$ cat config.mk
export PLATFORM = sky130hd
export DESIGN_NAME = gpio_pin_control
export DESIGN_NICKNAME = d
export VERILOG_FILES = /design/src/pin_ctrl_pkg.sv /design/src/gpio_pin_control.sv
export SDC_FILE = /design/constraint.sdc
export NUM_CORES = 1
export LEC_CHECK = 0
export ABC_CLOCK_PERIOD_IN_PS = 7600
export BUFFER_PORTS_ARGS = -buffer_cell sky130_fd_sc_hd__clkbuf_2
export CAP_MARGIN = 20
export CORE_MARGIN = 5
export CORE_UTILIZATION = 55
export DETAILED_ROUTE_END_ITERATION = 6
export PLACE_DENSITY = 0.8
export RECOVER_POWER = 25
export SLEW_MARGIN = 10
export SYNTH_ARGS = -nofsm -noshare
export SYNTH_HDL_FRONTEND = slang
export SYNTH_HIERARCHICAL = 1
export SYNTH_SLANG_ARGS = --single-unit
export TNS_END_PERCENT = 100
$ cat constraint.sdc
create_clock -name clock -period 7.6 [get_ports clock]
set_input_delay 0.76 -clock clock [delete_from_list [all_inputs] [get_ports clock]]
set_output_delay 0.76 -clock clock [all_outputs]
set_load 0.005 [all_outputs]
$ cat src/pin_ctrl_pkg.sv
// Constants, register map and carrier types for the pin control block
// Functional notes
// (RULE_01) Bit 15 direction; input resets; codes 0/1 GPIO
// (RULE_02) Bits 14:13 pull; resets to pull-down
// (RULE_03) Mode 0: edge follows polarity
// (RULE_04) Mode 1: interrupt on both edges
// (RULE_05) Bit 10 polarity, 1 active high
// (RULE_06) Bit 9 selects push-pull or open-drain
// (RULE_07) Bit 7 enable; 0 keeps pin tri-stated
// (RULE_08) Input codes 2-6 power and sleep requests
// (RULE_09) Codes 7-9 watchdog and voltage-scale selects
// (RULE_10) Codes 10-15 hardware enable and control inputs
// (RULE_11) Output code 0 level, 1 slow clock
// (RULE_12) Codes 2-4 state outputs, 5-7 reserved
// (RULE_13) Codes 8-11 scaling done, power enables
// (RULE_14) Codes 12-15 supply good, 2MHz, reset
// (RULE_15) Second pin register identical layout and defaults
// (RULE_16) Synchronised, debounced, one interrupt per edge; code debounces only input codes 0, 4, 14 and 15, others pass synchronised only
package pin_ctrl_pkg;

    // Register indices; byte address is four times the index
    localparam logic [15:0] PIN1_CONTROL_IDX = 16'h4038;
    localparam logic [15:0] PIN2_CONTROL_IDX = 16'h4039;
    localparam logic [15:0] IRQ_STATUS_IDX = 16'h4080;
    localparam logic [15:0] IRQ_MASK_IDX = 16'h4081;
    localparam logic [15:0] PIN_LEVEL_IDX = 16'h4082;
    localparam logic [15:0] OUT_LEVEL_IDX = 16'h4083;

    localparam logic [15:0] PIN_CONTROL_RESET = 16'hA400;
    localparam logic [15:0] PIN_CONTROL_WMASK = 16'hFE8F;
    localparam logic [1:0] PULL_NONE = 2'h0;
    localparam logic [1:0] PULL_DOWN = 2'h1;
    localparam logic [1:0] PULL_UP = 2'h2;

    localparam int CLOCK_MHZ = 100;
    localparam int CLOCK_PERIOD_NS = 10;
    localparam int LONG_DEBOUNCE_US = 10000;
    localparam int LONG_DEBOUNCE_CYCLES = LONG_DEBOUNCE_US * CLOCK_MHZ;
    localparam int CLK2M_HALF_NS = 250;
    localparam int CLK2M_HALF_CYCLES = CLK2M_HALF_NS / CLOCK_PERIOD_NS;

    typedef struct packed {
        logic direction;
        logic [1:0] pull_select;
        logic irq_edge_mode;
        logic pin_supply_select;
        logic pin_polarity;
        logic open_drain_select;
        logic reserved_8;
        logic pin_enable;
        logic [2:0] reserved_6_4;
        logic [3:0] pin_function;
    } pin_ctrl_t;

    typedef struct packed {
        logic power_onoff_req;
        logic sleep_wake_req;
        logic sleep_req;
        logic power_on_req;
        logic watchdog_reset;
        logic voltage_scale_sel_one;
        logic voltage_scale_sel_two;
        logic [1:0] hw_enable;
        logic [1:0] hw_control;
    } pin_requests_t;

    typedef struct packed {
        logic on_state;
        logic sleep_state;
        logic power_state_change;
        logic [1:0] dvs_done;
        logic [1:0] ext_power_enable;
        logic system_supply_good;
        logic converter_power_good;
        logic aux_reset;
    } status_src_t;

endpackage

$ cat src/gpio_pin_control.sv
// Two configurable general-purpose pins with Avalon-MM registers and interrupt
`timescale 1ns/1ps
`default_nettype none

module pin_cell
    import pin_ctrl_pkg::*;
#(
    parameter int DEBOUNCE_CYCLES = LONG_DEBOUNCE_CYCLES
) (
    // Clock and reset
    input wire logic clock,
    input wire logic rst_n,
    // Configuration and sources
    input wire pin_ctrl_t ctrl,
    input wire logic out_level,
    input wire status_src_t sources,
    input wire logic clk32k,
    input wire logic clk2m,
    // Pad
    input wire logic pin_in,
    output logic pin_out,
    output logic pin_oe_n,
    output logic pull_up_en,
    output logic pull_down_en,
    // Observed state
    output logic active_level,
    output logic irq_event
);

    logic sync0;
    logic sync1;
    logic filtered;
    logic prev_raw;
    logic [23:0] stable_count;
    logic long_sel;
    logic raw;
    logic listening;
    logic rise;
    logic fall;
    logic src;
    logic drive;

    ////////////////////////////////////////////////////////////////////////
    // Input path

    always_ff @(posedge clock or negedge rst_n) begin
        if (!rst_n) begin
            sync0 <= 1'b0;
            sync1 <= 1'b0;
        end else begin
            sync0 <= pin_in; // RULE_16
            sync1 <= sync0;
        end
    end

    // Level must hold unchanged for the full window before it is accepted
    always_ff @(posedge clock or negedge rst_n) begin
        if (!rst_n) begin
            filtered <= 1'b0;
            stable_count <= 24'h00_0000;
        end else if (sync1 == filtered) begin
            stable_count <= 24'h00_0000;
        end else if (stable_count == 24'(DEBOUNCE_CYCLES - 1)) begin
            filtered <= sync1; // RULE_16
            stable_count <= 24'h00_0000;
        end else begin
            stable_count <= stable_count + 24'h00_0001;
        end
    end

    always_comb begin
        case (ctrl.pin_function)
            4'h0, 4'h4, 4'hE, 4'hF: long_sel = 1'b1; // RULE_01 RULE_08 RULE_10
            default: long_sel = 1'b0;
        endcase
    end

    assign raw = long_sel ? filtered : sync1;
    assign listening = ctrl.pin_enable & ctrl.direction; // RULE_01 RULE_07
    assign rise = raw & ~prev_raw;
    assign fall = ~raw & prev_raw;

    always_ff @(posedge clock or negedge rst_n) begin
        if (!rst_n) begin
            prev_raw <= 1'b0;
            irq_event <= 1'b0;
            active_level <= 1'b0;
        end else begin
            prev_raw <= raw;
            if (!listening) begin
                irq_event <= 1'b0;
            end else if (ctrl.irq_edge_mode) begin
                irq_event <= rise | fall; // RULE_04
            end else begin
                irq_event <= ctrl.pin_polarity ? rise : fall; // RULE_03
            end
            active_level <= listening & (ctrl.pin_polarity ? raw : ~raw); // RULE_05
        end
    end

    ////////////////////////////////////////////////////////////////////////
    // Output path

    always_comb begin
        case (ctrl.pin_function)
            4'h0: src = out_level; // RULE_11
            4'h1: src = clk32k; // RULE_11
            4'h2: src = sources.on_state; // RULE_12
            4'h3: src = sources.sleep_state; // RULE_12
            4'h4: src = sources.power_state_change; // RULE_12
            4'h8: src = sources.dvs_done[0]; // RULE_13
            4'h9: src = sources.dvs_done[1]; // RULE_13
            4'hA: src = sources.ext_power_enable[0]; // RULE_13
            4'hB: src = sources.ext_power_enable[1]; // RULE_13
            4'hC: src = sources.system_supply_good; // RULE_14
            4'hD: src = sources.converter_power_good; // RULE_14
            4'hE: src = clk2m; // RULE_14
            4'hF: src = sources.aux_reset; // RULE_14
            default: src = 1'b0; // RULE_12
        endcase
    end

    assign drive = ctrl.pin_polarity ? src : ~src; // RULE_05

    // Open drain only ever pulls low; a high level is left to the pull-up
    always_ff @(posedge clock or negedge rst_n) begin
        if (!rst_n) begin
            pin_out <= 1'b0;
            pin_oe_n <= 1'b1;
            pull_up_en <= 1'b0;
            pull_down_en <= 1'b1;
        end else begin
            pin_out <= ctrl.open_drain_select ? 1'b0 : drive; // RULE_06
            pin_oe_n <= ~(ctrl.pin_enable & ~ctrl.direction
                          & (~ctrl.open_drain_select | ~drive)); // RULE_06 RULE_07 RULE_01
            pull_up_en <= (ctrl.pull_select == PULL_UP); // RULE_02
            pull_down_en <= (ctrl.pull_select == PULL_DOWN); // RULE_02
        end
    end

endmodule

module gpio_pin_control
    import pin_ctrl_pkg::*;
#(
    parameter int DEBOUNCE_CYCLES = LONG_DEBOUNCE_CYCLES
) (
    // Clock and reset
    input wire logic clock,
    input wire logic reset_n,
    // Avalon-MM slave
    input wire logic [17:0] address,
    input wire logic read,
    input wire logic write,
    input wire logic [3:0] byteenable,
    input wire logic [31:0] writedata,
    output logic [31:0] readdata,
    output logic waitrequest,
    output logic irq,
    // Pads
    input wire logic [1:0] pin_in,
    output logic [1:0] pin_out,
    output logic [1:0] pin_oe_n,
    output logic [1:0] pull_up_en,
    output logic [1:0] pull_down_en,
    // System side
    input wire logic osc_32k,
    input wire status_src_t sources,
    output pin_requests_t requests
);

    logic rst_meta;
    logic rst_n;
    logic osc_meta;
    logic osc_sync;
    logic [4:0] div_count;
    logic clk2m;
    pin_ctrl_t pin_control [2];
    logic [1:0] irq_status;
    logic [1:0] irq_mask;
    logic [1:0] out_level;
    logic [1:0] active_level;
    logic [1:0] irq_event;
    logic [15:0] word_index;
    logic accept;
    logic [15:0] wmask;
    logic [31:0] next_readdata;
    logic [1:0] next_status;
    pin_requests_t next_requests;

    ////////////////////////////////////////////////////////////////////////
    // Reset, slow clock and divider

    always_ff @(posedge clock or negedge reset_n) begin
        if (!reset_n) begin
            rst_meta <= 1'b0;
            rst_n <= 1'b0;
        end else begin
            rst_meta <= 1'b1;
            rst_n <= rst_meta;
        end
    end

    always_ff @(posedge clock or negedge rst_n) begin
        if (!rst_n) begin
            osc_meta <= 1'b0;
            osc_sync <= 1'b0;
        end else begin
            osc_meta <= osc_32k;
            osc_sync <= osc_meta;
        end
    end

    always_ff @(posedge clock or negedge rst_n) begin
        if (!rst_n) begin
            div_count <= 5'h00;
            clk2m <= 1'b0;
        end else if (div_count == 5'(CLK2M_HALF_CYCLES - 1)) begin
            div_count <= 5'h00;
            clk2m <= ~clk2m; // RULE_14
        end else begin
            div_count <= div_count + 5'h01;
        end
    end

    ////////////////////////////////////////////////////////////////////////
    // Bus slave: one wait cycle, then answer

    assign word_index = address[17:2];
    assign accept = (read | write) & ~waitrequest;
    assign wmask = {{8{byteenable[1]}}, {8{byteenable[0]}}} & PIN_CONTROL_WMASK;

    always_ff @(posedge clock or negedge rst_n) begin
        if (!rst_n) begin
            waitrequest <= 1'b1;
        end else if (!waitrequest) begin
            waitrequest <= 1'b1;
        end else begin
            waitrequest <= ~(read | write);
        end
    end

    always_comb begin
        next_readdata = 32'h0000_0000;
        case (word_index)
            PIN1_CONTROL_IDX: next_readdata[15:0] = pin_control[0] & PIN_CONTROL_WMASK;
            PIN2_CONTROL_IDX: next_readdata[15:0] = pin_control[1] & PIN_CONTROL_WMASK;
            IRQ_STATUS_IDX: next_readdata[1:0] = irq_status;
            IRQ_MASK_IDX: next_readdata[1:0] = irq_mask;
            PIN_LEVEL_IDX: next_readdata[1:0] = active_level;
            OUT_LEVEL_IDX: next_readdata[1:0] = out_level;
            default: next_readdata = 32'h0000_0000;
        endcase
    end

    always_ff @(posedge clock or negedge rst_n) begin
        if (!rst_n) begin
            readdata <= 32'h0000_0000;
        end else if (read & waitrequest) begin
            readdata <= next_readdata;
        end
    end

    // Both pins share one layout and reset value
    always_ff @(posedge clock or negedge rst_n) begin
        if (!rst_n) begin
            pin_control[0] <= PIN_CONTROL_RESET; // RULE_01 RULE_02 RULE_05
            pin_control[1] <= PIN_CONTROL_RESET; // RULE_15
        end else if (accept & write) begin
            if (word_index == PIN1_CONTROL_IDX) begin
                pin_control[0] <= (pin_control[0] & ~wmask) | (writedata[15:0] & wmask);
            end
            if (word_index == PIN2_CONTROL_IDX) begin
                pin_control[1] <= (pin_control[1] & ~wmask) | (writedata[15:0] & wmask);
            end
        end
    end

    always_ff @(posedge clock or negedge rst_n) begin
        if (!rst_n) begin
            irq_mask <= 2'h0;
            out_level <= 2'h0;
        end else if (accept & write & byteenable[0]) begin
            if (word_index == IRQ_MASK_IDX) begin
                irq_mask <= writedata[1:0];
            end
            if (word_index == OUT_LEVEL_IDX) begin
                out_level <= writedata[1:0]; // RULE_11
            end
        end
    end

    ////////////////////////////////////////////////////////////////////////
    // Interrupts: clear on read, a new event in that cycle survives

    always_comb begin
        next_status = irq_status;
        if (accept & read & (word_index == IRQ_STATUS_IDX)) begin
            next_status = 2'h0;
        end
        next_status = next_status | irq_event; // RULE_16
    end

    always_ff @(posedge clock or negedge rst_n) begin
        if (!rst_n) begin
            irq_status <= 2'h0;
            irq <= 1'b0;
        end else begin
            irq_status <= next_status;
            irq <= |(next_status & irq_mask);
        end
    end

    ////////////////////////////////////////////////////////////////////////
    // Pins and request routing

    for (genvar i = 0; i < 2; i++) begin : g_pin
        pin_cell #(
            .DEBOUNCE_CYCLES(DEBOUNCE_CYCLES)
        ) u_pin (
            .clock(clock),
            .rst_n(rst_n),
            .ctrl(pin_control[i]),
            .out_level(out_level[i]),
            .sources(sources),
            .clk32k(osc_sync),
            .clk2m(clk2m),
            .pin_in(pin_in[i]),
            .pin_out(pin_out[i]),
            .pin_oe_n(pin_oe_n[i]),
            .pull_up_en(pull_up_en[i]),
            .pull_down_en(pull_down_en[i]),
            .active_level(active_level[i]),
            .irq_event(irq_event[i])
        );
    end

    // Both pins may claim the same request; the requests are ORed
    always_comb begin
        next_requests = '0;
        for (int i = 0; i < 2; i++) begin
            case (pin_control[i].pin_function)
                4'h2: next_requests.power_onoff_req |= active_level[i]; // RULE_08
                4'h3, 4'h4: next_requests.sleep_wake_req |= active_level[i]; // RULE_08
                4'h5: next_requests.sleep_req |= active_level[i]; // RULE_08
                4'h6: next_requests.power_on_req |= active_level[i]; // RULE_08
                4'h7: next_requests.watchdog_reset |= active_level[i]; // RULE_09
                4'h8: next_requests.voltage_scale_sel_one |= active_level[i]; // RULE_09
                4'h9: next_requests.voltage_scale_sel_two |= active_level[i]; // RULE_09
                4'hA: next_requests.hw_enable[0] |= active_level[i]; // RULE_10
                4'hB: next_requests.hw_enable[1] |= active_level[i]; // RULE_10
                4'hC, 4'hE: next_requests.hw_control[0] |= active_level[i]; // RULE_10
                4'hD, 4'hF: next_requests.hw_control[1] |= active_level[i]; // RULE_10
                default: next_requests.power_onoff_req |= 1'b0;
            endcase
        end
    end

    always_ff @(posedge clock or negedge rst_n) begin
        if (!rst_n) begin
            requests <= '0;
        end else begin
            requests <= next_requests;
        end
    end

endmodule

`default_nettype wire

==> results.md <==
- Clock latency at the later pin of the worst-skew pair: 0.41 ns
- Worst path bufs/invs: 1
- Synth Area in Compound Gates: 0.0704
- CP Max Fanout: 76
- Syn avg cell area: 11.0 sq um
- Failing checks: max-capacitance violations, max-slew violations
- Share of the synthesized area in the top cell type: 0.480
- CTS sink count: 133
- YS warnings: 6
- Crit Path Category: register to asynchronous set/reset pin
- CP max stage delay: 1.80 ns
- Sequential area share after synthesis: 0.525
- Top_reg_cell synth: dfrtp_1
- Clk_skew: 0.00616 ns
- Starting Density: 0.560
- Synth cell types: 52
- DP Area: 6770 sq um
- Worst Reg-to-Reg Cells: 1
- Fin nets: 738
- Final worst slack: 4.77 ns
- Mapped Area: 6360 sq um
- Startpoint Class: register
- Total detailed-routing wirelength: about 13000 um
- Mux share of post-synthesis cell area: 0.0861
- Final Hold Viols: 0
- Reg clk slew, reported paths: 0.06 ns
- Met2 usage: 0.336
- Die height: 118 um
- Largest family of logic cells by synthesized area: simple AND/OR/NAND/NOR gates
- Share of cells above drive strength 1: 0.247
- Std-Cell Rows: 39
- Vias/cell: 5.70
- Minimum clock period: 2.83 ns
- Relative slew slack: -0.446
- Flops & latches, synth: between 100 and 150
- Per-cell routed wire length: about 16 um
- All-Layer GR Usage: 0.199
- Post-synth EDFFs: 0
- Congestion Overflow GR: 0
- Gr busiest metal: met2
- Crit. Startpoint: rst_n$_DFF_PN0_
- Worst Path Arrival: 3.23 ns
- I/O Buffers: 79
- TritonCTS buffer count: 17
- CTS Hold Buffers Added: 0
- 1st-pass router iterations: 4
- Slowest-stage cell, CP: dfrtp_1
- Top Family by Delay on Critical Path: flip-flops
- Clock Tree Root: clkbuf_16
- Slew @ Worst Pin: 2.17 ns
- Post-route cell area: 7340 sq um
- Post-synth top area cell: dfrtp_1
- TNS Setup: 0 ns
- Crit. End Element: asynchronous set/reset pin
- GRT met3 Usage: 0.0601
- Routed Antenna Nets: 0
- Adder-Cell Fraction of Synth Area: 0.0157
- First-pass GRT wire length: 23100 um
- Die Area: 13800 sq um
- Worst Hold Class: primary input to asynchronous set/reset pin
- # DRC: 0
- Postcts setup bufs: 0
- Worst r2r src: rst_n$_DFF_PN0_
- Antenna diodes: 0
- DP Wirelength: 9260 um
- Boundary Pins: 124
- Core area: 11400 sq um
- H-tree depth: 4
- RSZ-0062 raised after global routing: false
- Initial antenna violation count: 0
- Fin util: 0.645
- Async SR Flop Fraction: 1.00
- Levels on crit path: 1
- Largest net degree at the start of global routing: 77
- Tcrit/Tclk final: 0.373
- Met1 Use GR: 0.245
- Status: finished, violations left
- LEAKAGE: 3.37 nW
- Dominant cells by area after synthesis: dfrtp_1, mux2_2, dfstp_2
- DRT iter0 DRCs: 340
- Total vias in the final route: 4642
- P&R area growth vs syn: 15.3%
- Die extent in x: 118 um
- Peak VDD IR: 0.000170 V
- R2R Setup Slk: 4.77 ns
- Placer Congestion: 0.861
- Fin. max-slew vios: 57
- CP Cell Sequence: buf_4
- Synth Area in Simple Gates: 0.177
- Max Cap Viol: 1
- Max Root-Sink Buffers: 2
- Worst slack, placed: 4.06 ns
- Worst EP required: 8.00 ns
- Fmax achieved: 0.353 GHz
- Mapped Cells: between 500 and 600
- Post_cts resized: 0
- # setup viols final: 0
- Power per cell area: 216 nW/um^2
- Vias in the first global route: 4829
- Post-synthesis xor/xnor area fraction: 0.0730
- CTS tree: done
## area by class of cell
cell class | count | area, sq um
fillers | 871 | 4030
flip-flops and latches | 133 | 3340
multi-input cells | 408 | 2770
clock buffers | 18 | 439
repair buffers | 82 | 415
well taps | 143 | 179
clock inverters | 14 | 128
inverters | 17 | 63.8
## how the worst min path moves through the flow
stage,endpoint,slack (ns),cells past startpoint
floorplan,g_pin[0].u_pin/sync1$_DFF_PN0_,0.33,0
global placement,g_pin[1].u_pin/sync1$_DFF_PN0_,0.33,0
detailed placement,osc_sync$_DFF_PN0_,0.34,0
CTS,rst_n$_DFF_PN0_,0.11,1
global route,rst_n$_DFF_PN0_,0.12,1
finish,rst_n$_DFF_PN0_,0.12,1
## where the power goes
group	internal [mW]	switching [mW]	total, mW
Clock	0.461	0.312	0.773
Sequential	0.725	0.0167	0.742
Combinational	0.0285	0.0418	0.0704
## through the flow
step | instances | power (mW) | hold slack, ns
2_1_floorplan | 599 | 0.795 | 0.331
3_3_place_gp | 782 | 0.822 | 0.334
3_5_place_dp | 782 | 0.825 | 0.336
4_1_cts | 814 | 1.60 | 0.107
5_1_grt | 815 | 1.65 | 0.119
6_report | 815 | 1.59 | 0.123
## synth_stat cells, types with 13 or more instances
library cell	count
xnor2_1	21
and3_1	15
nand4_1	14
nor2b_1	13
buf_4	24
nand2_1	28
nor2_1	75
inv_1	17
dfrtp_1	122
a21oi_1	14
mux2_2	30
nand3_1	22
xor2_1	32
## placed cells by master (no fill, tap or decap), types with 4 or more instances in the layout
cell type / netlist / final
inv_1: 17 / 17
a22o_1: 5 / 5
clkbuf_2: 0 / 77
mux2i_1: 9 / 9
nor2b_1: 13 / 13
nor3_1: 8 / 8
nor2_1: 75 / 75
ha_1: 8 / 8
mux4_2: 4 / 4
clkbuf_16: 0 / 17
nor4_1: 8 / 7
dfrtp_1: 122 / 122
a211oi_1: 6 / 6
clkinvlp_4: 0 / 4
nand3_1: 22 / 22
inv_6: 0 / 4
nand2b_1: 6 / 6
nand4_1: 14 / 14
or4_1: 4 / 4
conb_1: 2 / 21
o21ai_0: 4 / 4
a21oi_1: 14 / 14
xnor2_1: 21 / 21
and3_1: 15 / 15
xor2_1: 32 / 32
o2bb2ai_1: 4 / 4
nand2_1: 28 / 28
o22ai_1: 6 / 6
mux2_2: 30 / 30
dfstp_2: 11 / 8
a22oi_1: 12 / 12
and4_1: 4 / 4
## cells by family (layout without fill, tap and decap cells)
| logic type | Yosys count | in the layout |
|---|---|---|
| other cells | 2 | 21 |
| simple gates | 216 | 216 |
| flops | 133 | 133 |
| fa+ha+maj | 8 | 8 |
| xor+xnor | 53 | 53 |
| mux | 45 | 45 |
| buf+inv | 58 | 131 |
| compound gates | 65 | 65 |
## routing by layer
layer  wire [um]  vias to the layer above
li1            -                     2151
met1        5360                     2337
met2        6930                      132
met3         707                       22
met4         231                        0
met5           0                        -
No activity file was read; power rests on OpenSTA's default activity.
